File: src/dma_ctl_defines.svh
// offsets, field positions, reset values and widths of the channel control block
`ifndef DMA_CTL_DEFINES_SVH
`define DMA_CTL_DEFINES_SVH

// ****************************************************************
// register map, one byte each
// ****************************************************************
`define ADDR_W            3
`define DATA_W            8
`define PTR_W             16
`define OFS_CTL_UPPER     3'h0
`define OFS_CTL_LOWER     3'h1
`define OFS_PTR_BASE      3'h2
`define OFS_SRC_LO        3'h2
`define OFS_SRC_HI        3'h3
`define OFS_DST_LO        3'h4
`define OFS_DST_HI        3'h5
`define OFS_STATUS        3'h6

// ****************************************************************
// control upper byte fields
// ****************************************************************
`define BIT_UNIT_SIZE     7
`define BIT_SRC_STEP_DIR  6
`define BIT_SRC_STEP_EN   5
`define BIT_BLOCK_SIDE    4
`define BIT_BLOCK_EN      3

// ****************************************************************
// control lower byte fields
// ****************************************************************
`define BIT_DST_STEP_DIR  6
`define BIT_DST_STEP_EN   5
`define ACT_SRC_MSB       3

// ****************************************************************
// reset values and pointer steps
// ****************************************************************
`define CTL_UPPER_RST     8'h00
`define CTL_LOWER_RST     8'h00
`define PTR_RST           16'h0000
`define STEP_BYTE         16'h0001
`define STEP_WORD         16'h0002

`endif

File: src/dma_ctl_pkg.sv
// types shared by the channel control block
package dma_ctl_pkg;

    // one-hot transfer mode of the channel
    typedef enum logic [2:0] {
        MODE_NORMAL    = 3'b001,
        MODE_BLOCK_DST = 3'b010,
        MODE_BLOCK_SRC = 3'b100
    } mode_t;

endpackage

File: src/ptr_stepper.sv
// one address pointer that software loads and each transfer steps
`timescale 1ns/10ps
`include "dma_ctl_defines.svh"

module ptr_stepper (
    input  wire logic              clk,
    input  wire logic              nrst,
    input  wire logic              load,
    input  wire logic [`PTR_W-1:0] loadVal,
    input  wire logic              step,
    input  wire logic              stepEn,
    input  wire logic              stepDown,
    input  wire logic              word,
    output logic      [`PTR_W-1:0] ptr
);

    logic [`PTR_W-1:0] stepSize;
    logic [`PTR_W-1:0] ptr_nxt;

    assign stepSize = word ? `STEP_WORD : `STEP_BYTE;

    // a software write wins over a step in the same cycle
    always_comb begin
        ptr_nxt = ptr;
        if (load) begin
            ptr_nxt = loadVal;
        end else if (step && stepEn) begin
            ptr_nxt = stepDown ? ptr - stepSize : ptr + stepSize;
        end
    end

    always_ff @(posedge clk or negedge nrst) begin
        if (!nrst) begin
            ptr <= `PTR_RST;
        end else begin
            ptr <= ptr_nxt;
        end
    end
endmodule // ptr_stepper

File: src/mode_select.sv
// one-hot transfer mode held in step with the upper control byte
`timescale 1ns/10ps
`include "dma_ctl_defines.svh"

module mode_select (
    input  wire logic          clk,
    input  wire logic          nrst,
    input  wire logic          blockEn,
    input  wire logic          blockSide,
    output dma_ctl_pkg::mode_t mode,
    output logic               blockMode,
    output logic               srcIsBlock,
    output logic               dstIsBlock
);

    dma_ctl_pkg::mode_t mode_r;
    dma_ctl_pkg::mode_t mode_nxt;

    // inputs are the next register value, so the mode lines up with the register
    always_comb begin
        case ({blockSide, blockEn})
            2'b01: begin
                mode_nxt = dma_ctl_pkg::MODE_BLOCK_DST;
            end
            2'b11: begin
                mode_nxt = dma_ctl_pkg::MODE_BLOCK_SRC;
            end
            default: begin
                mode_nxt = dma_ctl_pkg::MODE_NORMAL;
            end
        endcase
    end

    always_ff @(posedge clk or negedge nrst) begin
        if (!nrst) begin
            mode_r <= dma_ctl_pkg::MODE_NORMAL;
        end else begin
            mode_r <= mode_nxt;
        end
    end

    always_comb begin
        case (mode_r)
            dma_ctl_pkg::MODE_BLOCK_DST: begin
                blockMode  = 1'b1;
                srcIsBlock = 1'b0;
                dstIsBlock = 1'b1;
            end
            dma_ctl_pkg::MODE_BLOCK_SRC: begin
                blockMode  = 1'b1;
                srcIsBlock = 1'b1;
                dstIsBlock = 1'b0;
            end
            default: begin
                blockMode  = 1'b0;
                srcIsBlock = 1'b0;
                dstIsBlock = 1'b0;
            end
        endcase
    end

    assign mode = mode_r;
endmodule // mode_select

File: src/dma_chan_ctl.sv
// control registers, pointer stepping and mode selection for one dma channel
//
// Strobed register access and the address map were chosen for this implementation.
`timescale 1ns/10ps
`include "dma_ctl_defines.svh"

// ****************************************************************
// Functional notes
// - upper bit 7 picks byte or word
// - source field 01 increments, 11 decrements, else fixed
// - source step is 1 byte, 2 word
// - destination field 01 increments, 11 decrements, else fixed
// - destination step follows size bit: 1 or 2
// - block enable zero means normal mode
// - block side: 01 destination, 11 source
// - all control fields reset to zero
// ****************************************************************

module dma_chan_ctl (
    input  wire logic               clk,
    input  wire logic               nrst,
    input  wire logic [`ADDR_W-1:0] regAddr,
    input  wire logic [`DATA_W-1:0] regWdata,
    input  wire logic               regWr,
    input  wire logic               regRd,
    output logic      [`DATA_W-1:0] regRdata,
    input  wire logic               xferDone,
    output logic                    wordSize,
    output logic                    blockMode,
    output logic                    srcIsBlock,
    output logic                    dstIsBlock,
    output logic      [`PTR_W-1:0]  srcPtr,
    output logic      [`PTR_W-1:0]  dstPtr,
    output logic      [3:0]         actSource
);

    // ****************************************************************
    // control registers
    // ****************************************************************
    logic [`DATA_W-1:0] ctlUpper_r;
    logic [`DATA_W-1:0] ctlUpper_nxt;
    logic [`DATA_W-1:0] ctlLower_r;
    logic [`DATA_W-1:0] ctlLower_nxt;
    logic               srcStepEn;
    logic               srcStepDown;
    logic               dstStepEn;
    logic               dstStepDown;

    // reserved bits kept
    // reserved positions are stored as written and read back unchanged
    always_comb begin
        ctlUpper_nxt = ctlUpper_r;
        if (regWr && regAddr == `OFS_CTL_UPPER) begin
            ctlUpper_nxt = regWdata;
        end
    end

    always_comb begin
        ctlLower_nxt = ctlLower_r;
        if (regWr && regAddr == `OFS_CTL_LOWER) begin
            ctlLower_nxt = regWdata;
        end
    end

    always_ff @(posedge clk or negedge nrst) begin
        if (!nrst) begin
            ctlUpper_r <= `CTL_UPPER_RST;
        end else begin
            ctlUpper_r <= ctlUpper_nxt;
        end
    end

    always_ff @(posedge clk or negedge nrst) begin
        if (!nrst) begin
            ctlLower_r <= `CTL_LOWER_RST;
        end else begin
            ctlLower_r <= ctlLower_nxt;
        end
    end

    assign wordSize    = ctlUpper_r[`BIT_UNIT_SIZE];
    assign srcStepEn   = ctlUpper_r[`BIT_SRC_STEP_EN];
    assign srcStepDown = ctlUpper_r[`BIT_SRC_STEP_DIR];
    assign dstStepEn   = ctlLower_r[`BIT_DST_STEP_EN];
    assign dstStepDown = ctlLower_r[`BIT_DST_STEP_DIR];
    assign actSource   = ctlLower_r[`ACT_SRC_MSB:0];

    // ****************************************************************
    // address pointers, index 0 source, 1 destination
    // ****************************************************************
    logic [`PTR_W-1:0] ptrQ [2];
    logic [1:0]        ptrLoad;
    logic [1:0]        stepEn;
    logic [1:0]        stepDown;

    assign stepEn   = {dstStepEn, srcStepEn};
    assign stepDown = {dstStepDown, srcStepDown};

    genvar gi;
    for (gi = 0; gi < 2; gi++) begin : g_ptr
        logic              hitLo;
        logic              hitHi;
        logic [`PTR_W-1:0] loadVal;

        assign hitLo       = regWr && (regAddr == `ADDR_W'(`OFS_PTR_BASE + 2 * gi));
        assign hitHi       = regWr && (regAddr == `ADDR_W'(`OFS_PTR_BASE + 2 * gi + 1));
        assign ptrLoad[gi] = hitLo || hitHi;
        // byte writes merge with the half that is not written
        assign loadVal     = hitHi ? {regWdata, ptrQ[gi][7:0]} : {ptrQ[gi][15:8], regWdata};

        ptr_stepper u_ptr (
            .clk      (clk),
            .nrst     (nrst),
            .load     (ptrLoad[gi]),
            .loadVal  (loadVal),
            .step     (xferDone),
            .stepEn   (stepEn[gi]),
            .stepDown (stepDown[gi]),
            .word     (wordSize),
            .ptr      (ptrQ[gi])
        );
    end

    assign srcPtr = ptrQ[0];
    assign dstPtr = ptrQ[1];

    // ****************************************************************
    // transfer mode
    // ****************************************************************
    dma_ctl_pkg::mode_t mode;

    mode_select u_mode (
        .clk        (clk),
        .nrst       (nrst),
        .blockEn    (ctlUpper_nxt[`BIT_BLOCK_EN]),
        .blockSide  (ctlUpper_nxt[`BIT_BLOCK_SIDE]),
        .mode       (mode),
        .blockMode  (blockMode),
        .srcIsBlock (srcIsBlock),
        .dstIsBlock (dstIsBlock)
    );

    // ****************************************************************
    // read port
    // ****************************************************************
    logic [`DATA_W-1:0] rdata_nxt;

    always_comb begin
        case (regAddr)
            `OFS_CTL_UPPER: begin
                rdata_nxt = ctlUpper_r;
            end
            `OFS_CTL_LOWER: begin
                rdata_nxt = ctlLower_r;
            end
            `OFS_SRC_LO: begin
                rdata_nxt = srcPtr[7:0];
            end
            `OFS_SRC_HI: begin
                rdata_nxt = srcPtr[15:8];
            end
            `OFS_DST_LO: begin
                rdata_nxt = dstPtr[7:0];
            end
            `OFS_DST_HI: begin
                rdata_nxt = dstPtr[15:8];
            end
            `OFS_STATUS: begin
                rdata_nxt = {5'h00, mode};
            end
            default: begin
                rdata_nxt = 8'h00;
            end
        endcase
    end

    // data stand only in the cycle after the read strobe
    always_ff @(posedge clk or negedge nrst) begin
        if (!nrst) begin
            regRdata <= 8'h00;
        end else begin
            regRdata <= regRd ? rdata_nxt : 8'h00;
        end
    end
endmodule // dma_chan_ctl

File: config.mk
export PLATFORM = sky130hd
export DESIGN_NAME = dma_chan_ctl
export DESIGN_NICKNAME = d
export VERILOG_FILES = /design/src/dma_ctl_pkg.sv /design/src/ptr_stepper.sv /design/src/mode_select.sv /design/src/dma_chan_ctl.sv
export VERILOG_INCLUDE_DIRS = /design/src
export SDC_FILE = /design/constraint.sdc
export NUM_CORES = 1
export LEC_CHECK = 0
export ABC_AREA = 1
export BUFFER_PORTS_ARGS = -buffer_cell sky130_fd_sc_hd__buf_2
export CAP_MARGIN = 20
export CORE_MARGIN = 8
export CORE_UTILIZATION = 25
export CTS_CLUSTER_SIZE = 8
export DETAILED_ROUTE_END_ITERATION = 16
export PLACE_DENSITY = 0.47
export SETUP_SLACK_MARGIN = 0.05
export SKIP_CTS_REPAIR_TIMING = 1
export SLEW_MARGIN = 15
export SYNTH_ARGS = -nofsm -noshare
export SYNTH_HDL_FRONTEND = slang
export SYNTH_SLANG_ARGS = --single-unit
File: constraint.sdc
create_clock -name clk -period 2.2 [get_ports clk]
set_input_delay 0.33 -clock clk [delete_from_list [all_inputs] [get_ports clk]]
set_output_delay 0.33 -clock clk [all_outputs]
set_load 0.05 [all_outputs]
==> results of run 1 <==
## Yosys cell counts (all sizes together)
cell type | count | area [sq um]
a211oi | 1 | 7.51
a21oi | 31 | 170
a22oi | 13 | 97.6
a31oi | 1 | 6.26
buf | 10 | 81.3
clkbuf | 2 | 7.51
dfrtp | 58 | 1450
dfstp | 1 | 26.3
fa | 2 | 40.0
ha | 30 | 375
inv | 126 | 473
nand2 | 270 | 1020
nand3 | 49 | 245
nand3b | 4 | 30.0
nand4 | 6 | 37.5
nor2 | 56 | 225
nor3 | 8 | 56.3
o211ai | 5 | 37.5
o21a | 2 | 15.0
o21ai | 37 | 193
o22ai | 5 | 31.3
or2 | 3 | 18.8
xnor2 | 3 | 26.3
xor2 | 4 | 35.0
## metal layers
| layer | global-route usage | vias to the layer above | wire length [um] |
|---|---|---|---|
| met5 | 0 | - | 0 |
| met4 | 0.0273 | 0 | 123 |
| met3 | 0.0310 | 10 | 706 |
| met2 | 0.223 | 107 | 7360 |
| met1 | 0.193 | 2177 | 8060 |
| li1 | - | 2455 | - |
## worst max-delay path: cells and delay by family, from the launching register on
family | cells | cell delay [ps]
flip-flops | 1 | 410
buffers and inverters | 2 | 260
adder cells (fa/ha/maj) | 1 | 400
AND/OR/NAND/NOR | 10 | 820
## power groups by stage
stage	clock network [mW]	logic (mW)	registers [mW]
3_3_place_gp	0	4.99	1.94
2_1_floorplan	0	2.64	2.85
6_report	1.42	4.97	1.92
3_5_place_dp	0	4.99	1.94
4_1_cts	1.44	5.02	1.93
5_1_grt	1.49	5.56	1.97
## kinds of logic (layout without fill, tap and decap cells)
group                    after synthesis  in the layout  synth area share
adder cells (fa/ha/maj)               32             32            0.0882
flip-flops                            59             59             0.314
buffers and inverters                138            219             0.119
AND/OR/NAND/NOR                      396            396             0.347
XOR/XNOR                               7              7            0.0130
AO/OA/AOI/OAI                         95             95             0.118
## registers in the layout, indices dropped and copies added, names as in the netlist
signal	flops
g_ptr.u_ptr.ptr	32
ctlUpper_r	8
ctlLower_r	8
u_mode.mode	3
regRdata	8
## layout make-up
cell class | count | area share
multi-input combinational | 530 | 0.473
sequential | 59 | 0.262
inverter | 126 | 0.0836
timing repair buffer | 78 | 0.0779
tap | 234 | 0.0518
clock buffer | 13 | 0.0460
clock inverter | 2 | 0.00619
## worst max path at each step
| stage | end | slack, ps | depth (start not counted) |
|---|---|---|---|
| after detailed placement | g_ptr[0].u_ptr.ptr[8] | 40 | 10 |
| after CTS | g_ptr[0].u_ptr.ptr[12] | 30 | 10 |
| final | g_ptr[1].u_ptr.ptr[15] | 190 | 13 |
| after global placement | g_ptr[0].u_ptr.ptr[12] | 70 | 10 |
| after global routing | g_ptr[0].u_ptr.ptr[10] | 30 | 10 |
| after floorplan | g_ptr[0].u_ptr.ptr[12] | 140 | 11 |
## stage by stage
stage / power (mW) / hold WS, ps / utilization
6_report: 8.31 / 33.3 / 0.304
3_5_place_dp: 6.94 / 405 / 0.288
2_1_floorplan: 5.49 / 34.4 / -
4_1_cts: 8.39 / 45.2 / 0.304
3_3_place_gp: 6.93 / 401 / 0.288
5_1_grt: 9.02 / 78.4 / 0.304
==> impl_metrics.ini, run 1 <==
[cts]
tritoncts = built
htree_levels = 3
clkSlewWorstSetupHoldPaths_ps = 50
clock_sinks = 59
cts_buffers = 9
clkLatencyLatePin_ps = 330
cts.path.max_buffers = 2
root_buffer = clkbuf_16

[run]
cap_viol_max_count = 0

[timing]
finalCritPeriodShare = 0.915
max_freq_ghz = 0.497
timing_hold_violations_final = 0
maxSlewHeadroom = 0.439
maxSlewViolCount = 0
setup_violations = 0
tightest_slew_ps = 838
setup_ws_ps = 186
clock_skew_ps = 5.91
rsz0062_at_grt = true
setup-tns-final_ps = 0
finalCriticalPeriod_ps = 2010

[critical_path]
rrSetupSlack_ps = 190
worstPathMaxFanout = 12
path_class = flop to flop
r2r-start = ctlLower_r[6]
crit_slowest_cell = dfrtp_1
crit_path_frequent_cell = nand2_1
worstPathRequired_ps = 2420
max_stage_delay_ps = 410
startpoint = ctlLower_r[6]
critPathCaptureType = flop
worstPathArrival_ps = 2230
worstPathCellList = buf_4 > ha_2 > nand2_1 > nand2_1 > inv_1 > nand2_1 > nand2_1 > nand2_1 > nand2_1 > nand2_1 > nand2_1 > nand3_1 > nand2_1
startpoint_type = flop
worstReg2RegEnd = g_ptr[1].u_ptr.ptr[15]
rr_worst_depth = 13

[final_layout]
fin_cells = 1042
multi_input_area_sq_mm = 0.00267
layout_common_cells = 266 x nand2_1, 119 x inv_1, 63 x buf_2
antenna_cells = 0
final_common_cell = nand2_1
fillers = 2052
stdcell_area_sq_mm = 0.00566
drive_gt1_frac = 0.145
ff_latch_area_sq_mm = 0.00148
nNetsFinal = 852
area_growth_pct = 20.1

[global_routing]
grt_usage = 0.141
antenna_found_initial = 0
grt_pass1_wl_mm = 25.9
grt_max_degree = 35
grt_pass1_vias = 4575
grt-ovfl-total = 0

[route]
drt_first_pass_iters = 7
vias_per_cell = 4.56
wl_per_cell_um = 15.6
wl_mm = 16.3
vias = 4749
ant_nets = 0
first_iter_violations = 319
drc = 0

[placed_design]
dpl.hpwl_mm = 13.4
gp_congestion = 0.843
portBuffers = 63
placed_area_sq_mm = 0.00536
place_ws_ps = 41.8
place_inst = 1027

[die]
start_util = 0.254
dieArea_sq_mm = 0.0235
die_x_um = 153
rows = 50
core_area_sq_mm = 0.0186
die_h_um = 153
io_pins = 64

[synthesis]
ys_ff_latch = 59
syn_nets = 775
syn_area_per_cell_sq_um = 6.48
netlist_instances = 727
synth_warnings = 0
syn-cell-area_sq_mm = 0.00471
yosysSeqAreaShare = 0.314
ys_types = 35

[run_status]
status = complete, no violations

[power_and_ir_drop]
vdd.ir_drop.worst_mv = 0.389
swShare = 0.533
p_leak_nw = 3.19
pwr-share-clk = 0.171
power_frac_seq = 0.231
combPwrFrac = 0.598
p_per_area_mw_per_mm2 = 1470
p_sw_mw = 4.43
intPower_mw = 3.88

[hold_path]
min-delay-path-class = input port to async pin
(Power assumes the default switching activity.)
==> inputs of run 2 (changes only) <==
Settings changed: ABC_AREA 1 to 0, MAX_ROUTING_LAYER from default to met4.
==> run 2 against run 1 <==
  * The run now ends with negative hold slack, negative setup slack left
  * First-iteration DRC count decreased by 23%
  * Routed wire length decreased by 4.0%
  * Combinational power increased by 35%
  * Count of clock-buffer cells in the layout decreased by 1
==> impl_metrics.ini, run 2 <==
[power_and_ir_drop]
p_leak_nw = 2.78
vdd.ir_drop.worst_mv = 0.849
p_sw_mw = 4.82
p_per_area_mw_per_mm2 = 1620
power_frac_seq = 0.189
combPwrFrac = 0.666
pwr-share-clk = 0.145
swShare = 0.478
intPower_mw = 5.25

[timing]
maxSlewHeadroom = 0.709
finalCritPeriodShare = 1.07
timing.hold.ws_ps = -17.9
maxSlewViolCount = 0
timing_hold_violations_final = 5
clock_skew_ps = 12.5
setup_violations = 6
rsz0062_at_grt = true
finalCriticalPeriod_ps = 2350
tightest_slew_ps = 436
max_freq_ghz = 0.426
setup_ws_ps = -150

[synthesis]
ys_ff_latch = 59
synth_top_family_by_area = compound AO/OA/AOI/OAI gates
synth_edf_count = 0
yosysMostFrequentCell = dfrtp_1
synth-compound-area-share = 0.227
ys_types = 65
ys_top_cells_by_count = 58 x dfrtp_1, 40 x nor2_1, 33 x o21ai_0
synthAdderAreaFrac = 0.0953
syn_area_per_cell_sq_um = 9.34
synth-xor-area-share = 0.0341
synth_top_area_frac = 0.333
syn_nets = 515
synth_warnings = 0
ys_top_cells_by_area = dfrtp_1 33%, ha_1 8.6%, mux2_2 5.9%
synth-async-reset-ratio = 1.00
synth_top_cell_by_area = dfrtp_1
syn-cell-area_sq_mm = 0.00436
synth-main-ff-cell = dfrtp_1
synthSimpleGateAreaFrac = 0.166
yosysSeqAreaShare = 0.339
synth_mux_area_frac = 0.0950
netlist_instances = 467

[cts]
clock_sinks = 59
root_buffer = clkbuf_16
tritoncts = built
cts_buffers = 9
clkSlewWorstSetupHoldPaths_ps = 60
htree_levels = 3
cts.path.max_buffers = 2
clkLatencyLatePin_ps = 340

[die]
rows = 48
io_pins = 64
dieArea_sq_mm = 0.0219
core_area_sq_mm = 0.0172
die_h_um = 148
die_x_um = 148
start_util = 0.254

[route]
ant_nets = 0
wl_mm = 15.6
vias_per_cell = 5.02
first_iter_violations = 247
vias = 4166
drt_first_pass_iters = 6
drc = 0
wl_per_cell_um = 18.8

[global_routing]
antenna_found_initial = 0
grt_max_degree = 60
grt-ovfl-total = 0
grt_pass1_vias = 4203
grt_usage = 0.145
grt_pass1_wl_mm = 23.8

[critical_path]
crit_buf_inv = 1
worstPathCellList = inv_2 > ha_4 > fa_2 > and2b_4 > o31ai_4 > a21oi_2 > nand4_1 > a31oi_1 > mux2_2 > o21ai_2
worstPathArrival_ps = 2620
startpoint_type = flop
path_class = flop to flop
worstPathRequired_ps = 2470
rr_worst_depth = 10
worstReg2RegEnd = g_ptr[1].u_ptr.ptr[14]
worstPathMaxFanout = 4
critPathCaptureType = flop
crit_slowest_cell = dfrtp_2
max_stage_delay_ps = 410
critPathTopFamily = compound AO/OA/AOI/OAI gates
r2r-start = ctlUpper_r[7]
rrSetupSlack_ps = -150

[placed_design]
gp_congestion = 0.833
place_inst = 806
portBuffers = 63
dpl.hpwl_mm = 11.8

[final_layout]
fin_cells = 830
fillers = 1768
top_register = g_ptr.u_ptr.ptr
largest_reg_flops = 32
nNetsFinal = 647
area_growth_pct = 42.5
final_common_cell = buf_4
layout_common_cells = 68 x buf_4, 63 x buf_2, 44 x dfrtp_1
drive_gt1_frac = 0.447

[hold_path]
min-delay-path-class = input port to async pin

[run_status]
status = complete, but fails checks
failed_checks = negative hold slack, negative setup slack

[run]
cap_viol_max_count = 0
run 2: per-layer routing:
metal | vias to the layer above | global-route usage | wire length (um)
met5 | - | - | 0
met4 | 0 | 0.0357 | 214
met3 | 18 | 0.0340 | 837
met2 | 94 | 0.233 | 7510
met1 | 2050 | 0.181 | 7040
li1 | 2004 | - | -
run 2: worst max path at each step:
stage	from	to	slack [ps]	cells past startpoint
3_3_place_gp	ctlUpper_r[7]	g_ptr[1].u_ptr.ptr[14]	-80	10
6_report	ctlUpper_r[7]	g_ptr[1].u_ptr.ptr[14]	-150	10
4_1_cts	ctlUpper_r[7]	g_ptr[1].u_ptr.ptr[14]	-150	10
5_1_grt	ctlUpper_r[7]	g_ptr[1].u_ptr.ptr[14]	-250	10
2_1_floorplan	ctlUpper_r[7]	g_ptr[1].u_ptr.ptr[14]	-210	10
3_5_place_dp	ctlUpper_r[7]	g_ptr[0].u_ptr.ptr[15]	-130	12
run 2: power groups by stage:
| stage | clock, mW | combinational [mW] | sequential (mW) |
|---|---|---|---|
| after global placement | 0 | 5.91 | 1.89 |
| after detailed placement | 0 | 6.00 | 1.88 |
| after CTS | 1.51 | 6.02 | 1.87 |
| final | 1.46 | 6.70 | 1.90 |
| after global routing | 1.55 | 7.24 | 1.96 |
| after floorplan | 0 | 2.88 | 2.92 |
run 2: final cells by class:
cell class / instances / area, sq um / area share
inverter: 20 / 80.1 / 0.0129
multi-input combinational: 367 / 3050 / 0.491
tap: 225 / 282 / 0.0453
clock buffer: 12 / 256 / 0.0413
sequential: 59 / 1500 / 0.241
clock inverter: 4 / 50.0 / 0.00806
timing repair buffer: 142 / 993 / 0.160
antenna: 1 / 2.50 / 0.000403
run 2: logic make-up after synthesis:
| family | Yosys count |
|---|---|
| compound gates | 144 |
| simple gates | 138 |
| flops | 59 |
| buf+inv | 41 |
| mux | 36 |
| fa+ha+maj | 32 |
| xor+xnor | 17 |
run 2: per-stage QoR:
| stage | setup TNS, ps | util | cell area, sq um | total power, mW | setup WS (ps) |
|---|---|---|---|---|---|
| after floorplan | -265 | - | 4450 | 5.79 | -209 |
| after global routing | -1770 | 0.362 | 6210 | 10.7 | -254 |
| after detailed placement | -556 | 0.321 | 5520 | 7.88 | -128 |
| final | -410 | 0.362 | 6210 | 10.1 | -150 |
| after CTS | -756 | 0.339 | 5830 | 9.40 | -155 |
| after global placement | -193 | 0.321 | 5520 | 7.80 | -83.2 |
run 2: worst reg2reg max path: cells and delay by family (launching register included):
kind / cells / cell delay, ps
compound gates: 4 / 580
simple gates: 2 / 380
mux: 1 / 360
buf+inv: 1 / 60
fa+ha+maj: 2 / 490
flops: 1 / 410
==> inputs of run 3 (changes only) <==
Settings changed: MAX_ROUTING_LAYER met4 to default.
==> run 3 against run 2 <==
  * The run still ends with negative hold slack, negative setup slack left
  * Sequential power about the same
  * Critical path depth did not move
  * Cell area hardly changed
  * Count of clock-buffer cells in the layout unchanged
  * Global-route usage shrank 0.38 points
  * Power hardly changed
  * Utilization hardly changed
  * Sequential share of layout area barely moved
  * Cell count decreased by 0.12%
  * First-iteration DRC count is 10% lower
  * Non-clock buffer count stayed put
  * Largest power group unchanged
  * Highest routed layer unchanged
==> impl_metrics.ini, run 3 (synthesis gave the netlist of run 2 again) <==
[route]
met2WireLength_mm = 7.54
wl_per_cell_um = 18.8
highest_layer = met4
ant_nets = 0
first_iter_violations = 222
vias_per_cell = 5.07
drc = 0
wl_met3_um = 930
met1Wirelength_mm = 6.89
drt_first_pass_iters = 5
wl_mm = 15.6
vias = 4205

[die]
dieArea_sq_mm = 0.0219
die_h_um = 148
core_area_sq_mm = 0.0172
rows = 48
start_util = 0.254
io_pins = 64
die_x_um = 148

[timing]
setup-tns-final_ps = -406
setup_ws_ps = -151
rsz0062_at_grt = true
tightest_slew_ps = 431
setup_violations = 6
timing_hold_violations_final = 8
clock_skew_ps = 12.7
maxSlewViolCount = 0
finalCritPeriodShare = 1.07
finalCriticalPeriod_ps = 2350
maxSlewHeadroom = 0.713
timing.hold.ws_ps = -20.3
max_freq_ghz = 0.425

[final_layout]
fillers = 1769
stdcell_area_sq_mm = 0.00621
largest_reg_flops = 32
nNetsFinal = 647
area_growth_pct = 42.4
antenna_cells = 0
top_register = g_ptr.u_ptr.ptr
final_common_cell = buf_4
layout_common_cells = 68 x buf_4, 63 x buf_2, 44 x dfrtp_1
drive_gt1_frac = 0.447

[power_and_ir_drop]
total_power_mw = 10.1
pwr-share-clk = 0.145
vdd.ir_drop.worst_mv = 0.847
p_per_area_mw_per_mm2 = 1620
p_leak_nw = 2.78
p_sw_mw = 4.81
swShare = 0.478
power_frac_seq = 0.189
intPower_mw = 5.25
combPwrFrac = 0.665

[cts]
root_buffer = clkbuf_16
cts_buffers = 9
htree_levels = 3
tritoncts = built
clkLatencyLatePin_ps = 340
clkSlewWorstSetupHoldPaths_ps = 60
clock_sinks = 59
cts.path.max_buffers = 2

[hold_path]
min-delay-path-class = input port to async pin

[critical_path]
max_stage_delay_ps = 410
crit_slowest_cell = dfrtp_2
worstPathArrival_ps = 2620
critPathCaptureType = flop
worstPathCellList = inv_2 > ha_4 > fa_2 > and2b_4 > o31ai_4 > a21oi_2 > nand4_1 > a31oi_1 > mux2_2 > o21ai_2
startpoint_type = flop
path_class = flop to flop
worstPathRequired_ps = 2470
worstPathMaxFanout = 4

[run]
cap_viol_max_count = 0

[placed_design]
gp_congestion = 0.820
portBuffers = 63
placed_area_sq_mm = 0.00552
dpl.hpwl_mm = 11.8

[global_routing]
grt_pass1_vias = 4200
grt_usage = 0.141
grt_pass1_wl_mm = 23.9
grt-ovfl-total = 0
antenna_found_initial = 0
grt_max_degree = 60

[run_status]
status = complete, but fails checks
failed_checks = negative hold slack, negative setup slack
-- run 3: final timing paths --
path	startpoint	endpoint	cells after the start	slack, ps
worst max-delay path	ctlUpper_r[7]	g_ptr[1].u_ptr.ptr[14]	10	-150
worst min-delay path	nrst	g_ptr[0].u_ptr.ptr[9]	2	-20
worst max register to register	ctlUpper_r[7]	g_ptr[1].u_ptr.ptr[14]	10	-150
worst min register to register	ctlUpper_r[3]	u_mode.mode[0]	1	480
max in group asynchronous	nrst	u_mode.mode[0]	2	1870
min in group clk	regRd	regRdata[6]	2	240
-- run 3: power by group through the flow --
stage	logic, mW	registers [mW]	clock network (mW)
after detailed placement	6.00	1.88	0
after global placement	5.91	1.89	0
after global routing	7.24	1.96	1.55
after CTS	6.02	1.87	1.51
final	6.70	1.91	1.46
after floorplan	2.88	2.92	0
-- run 3: per-stage QoR --
| stage | utilization | worst slack [ps] | hold slack (ps) | instances |
|---|---|---|---|---|
| final | 0.362 | -151 | -20.3 | 829 |
| after global routing | 0.362 | -255 | 15.6 | 829 |
| after CTS | 0.339 | -155 | 13.3 | 822 |
| after detailed placement | 0.321 | -128 | 377 | 806 |
| after global placement | 0.321 | -83.2 | 374 | 806 |
| after floorplan | - | -209 | 34.4 | 467 |
-- run 3: final cells by class --
cell class | count | area (sq um) | area share
multi-input combinational | 367 | 3050 | 0.492
sequential | 59 | 1500 | 0.241
timing repair buffer | 142 | 993 | 0.160
tap | 225 | 282 | 0.0453
clock buffer | 12 | 256 | 0.0413
inverter | 20 | 80.1 | 0.0129
clock inverter | 4 | 50.0 | 0.00806
-- run 3: worst max-delay path: cells and delay by family (launching register included) --
kind	cells	cell delay [ps]
fa+ha+maj	2	490
buf+inv	1	60
simple gates	2	380
flops	1	410
compound gates	4	580
mux	1	360
-- run 3: per-layer routing --
layer,track usage,vias up
li1,-,2003
met1,0.180,2066
met2,0.232,114
met3,0.0368,22
met4,0.0357,0
met5,0,-
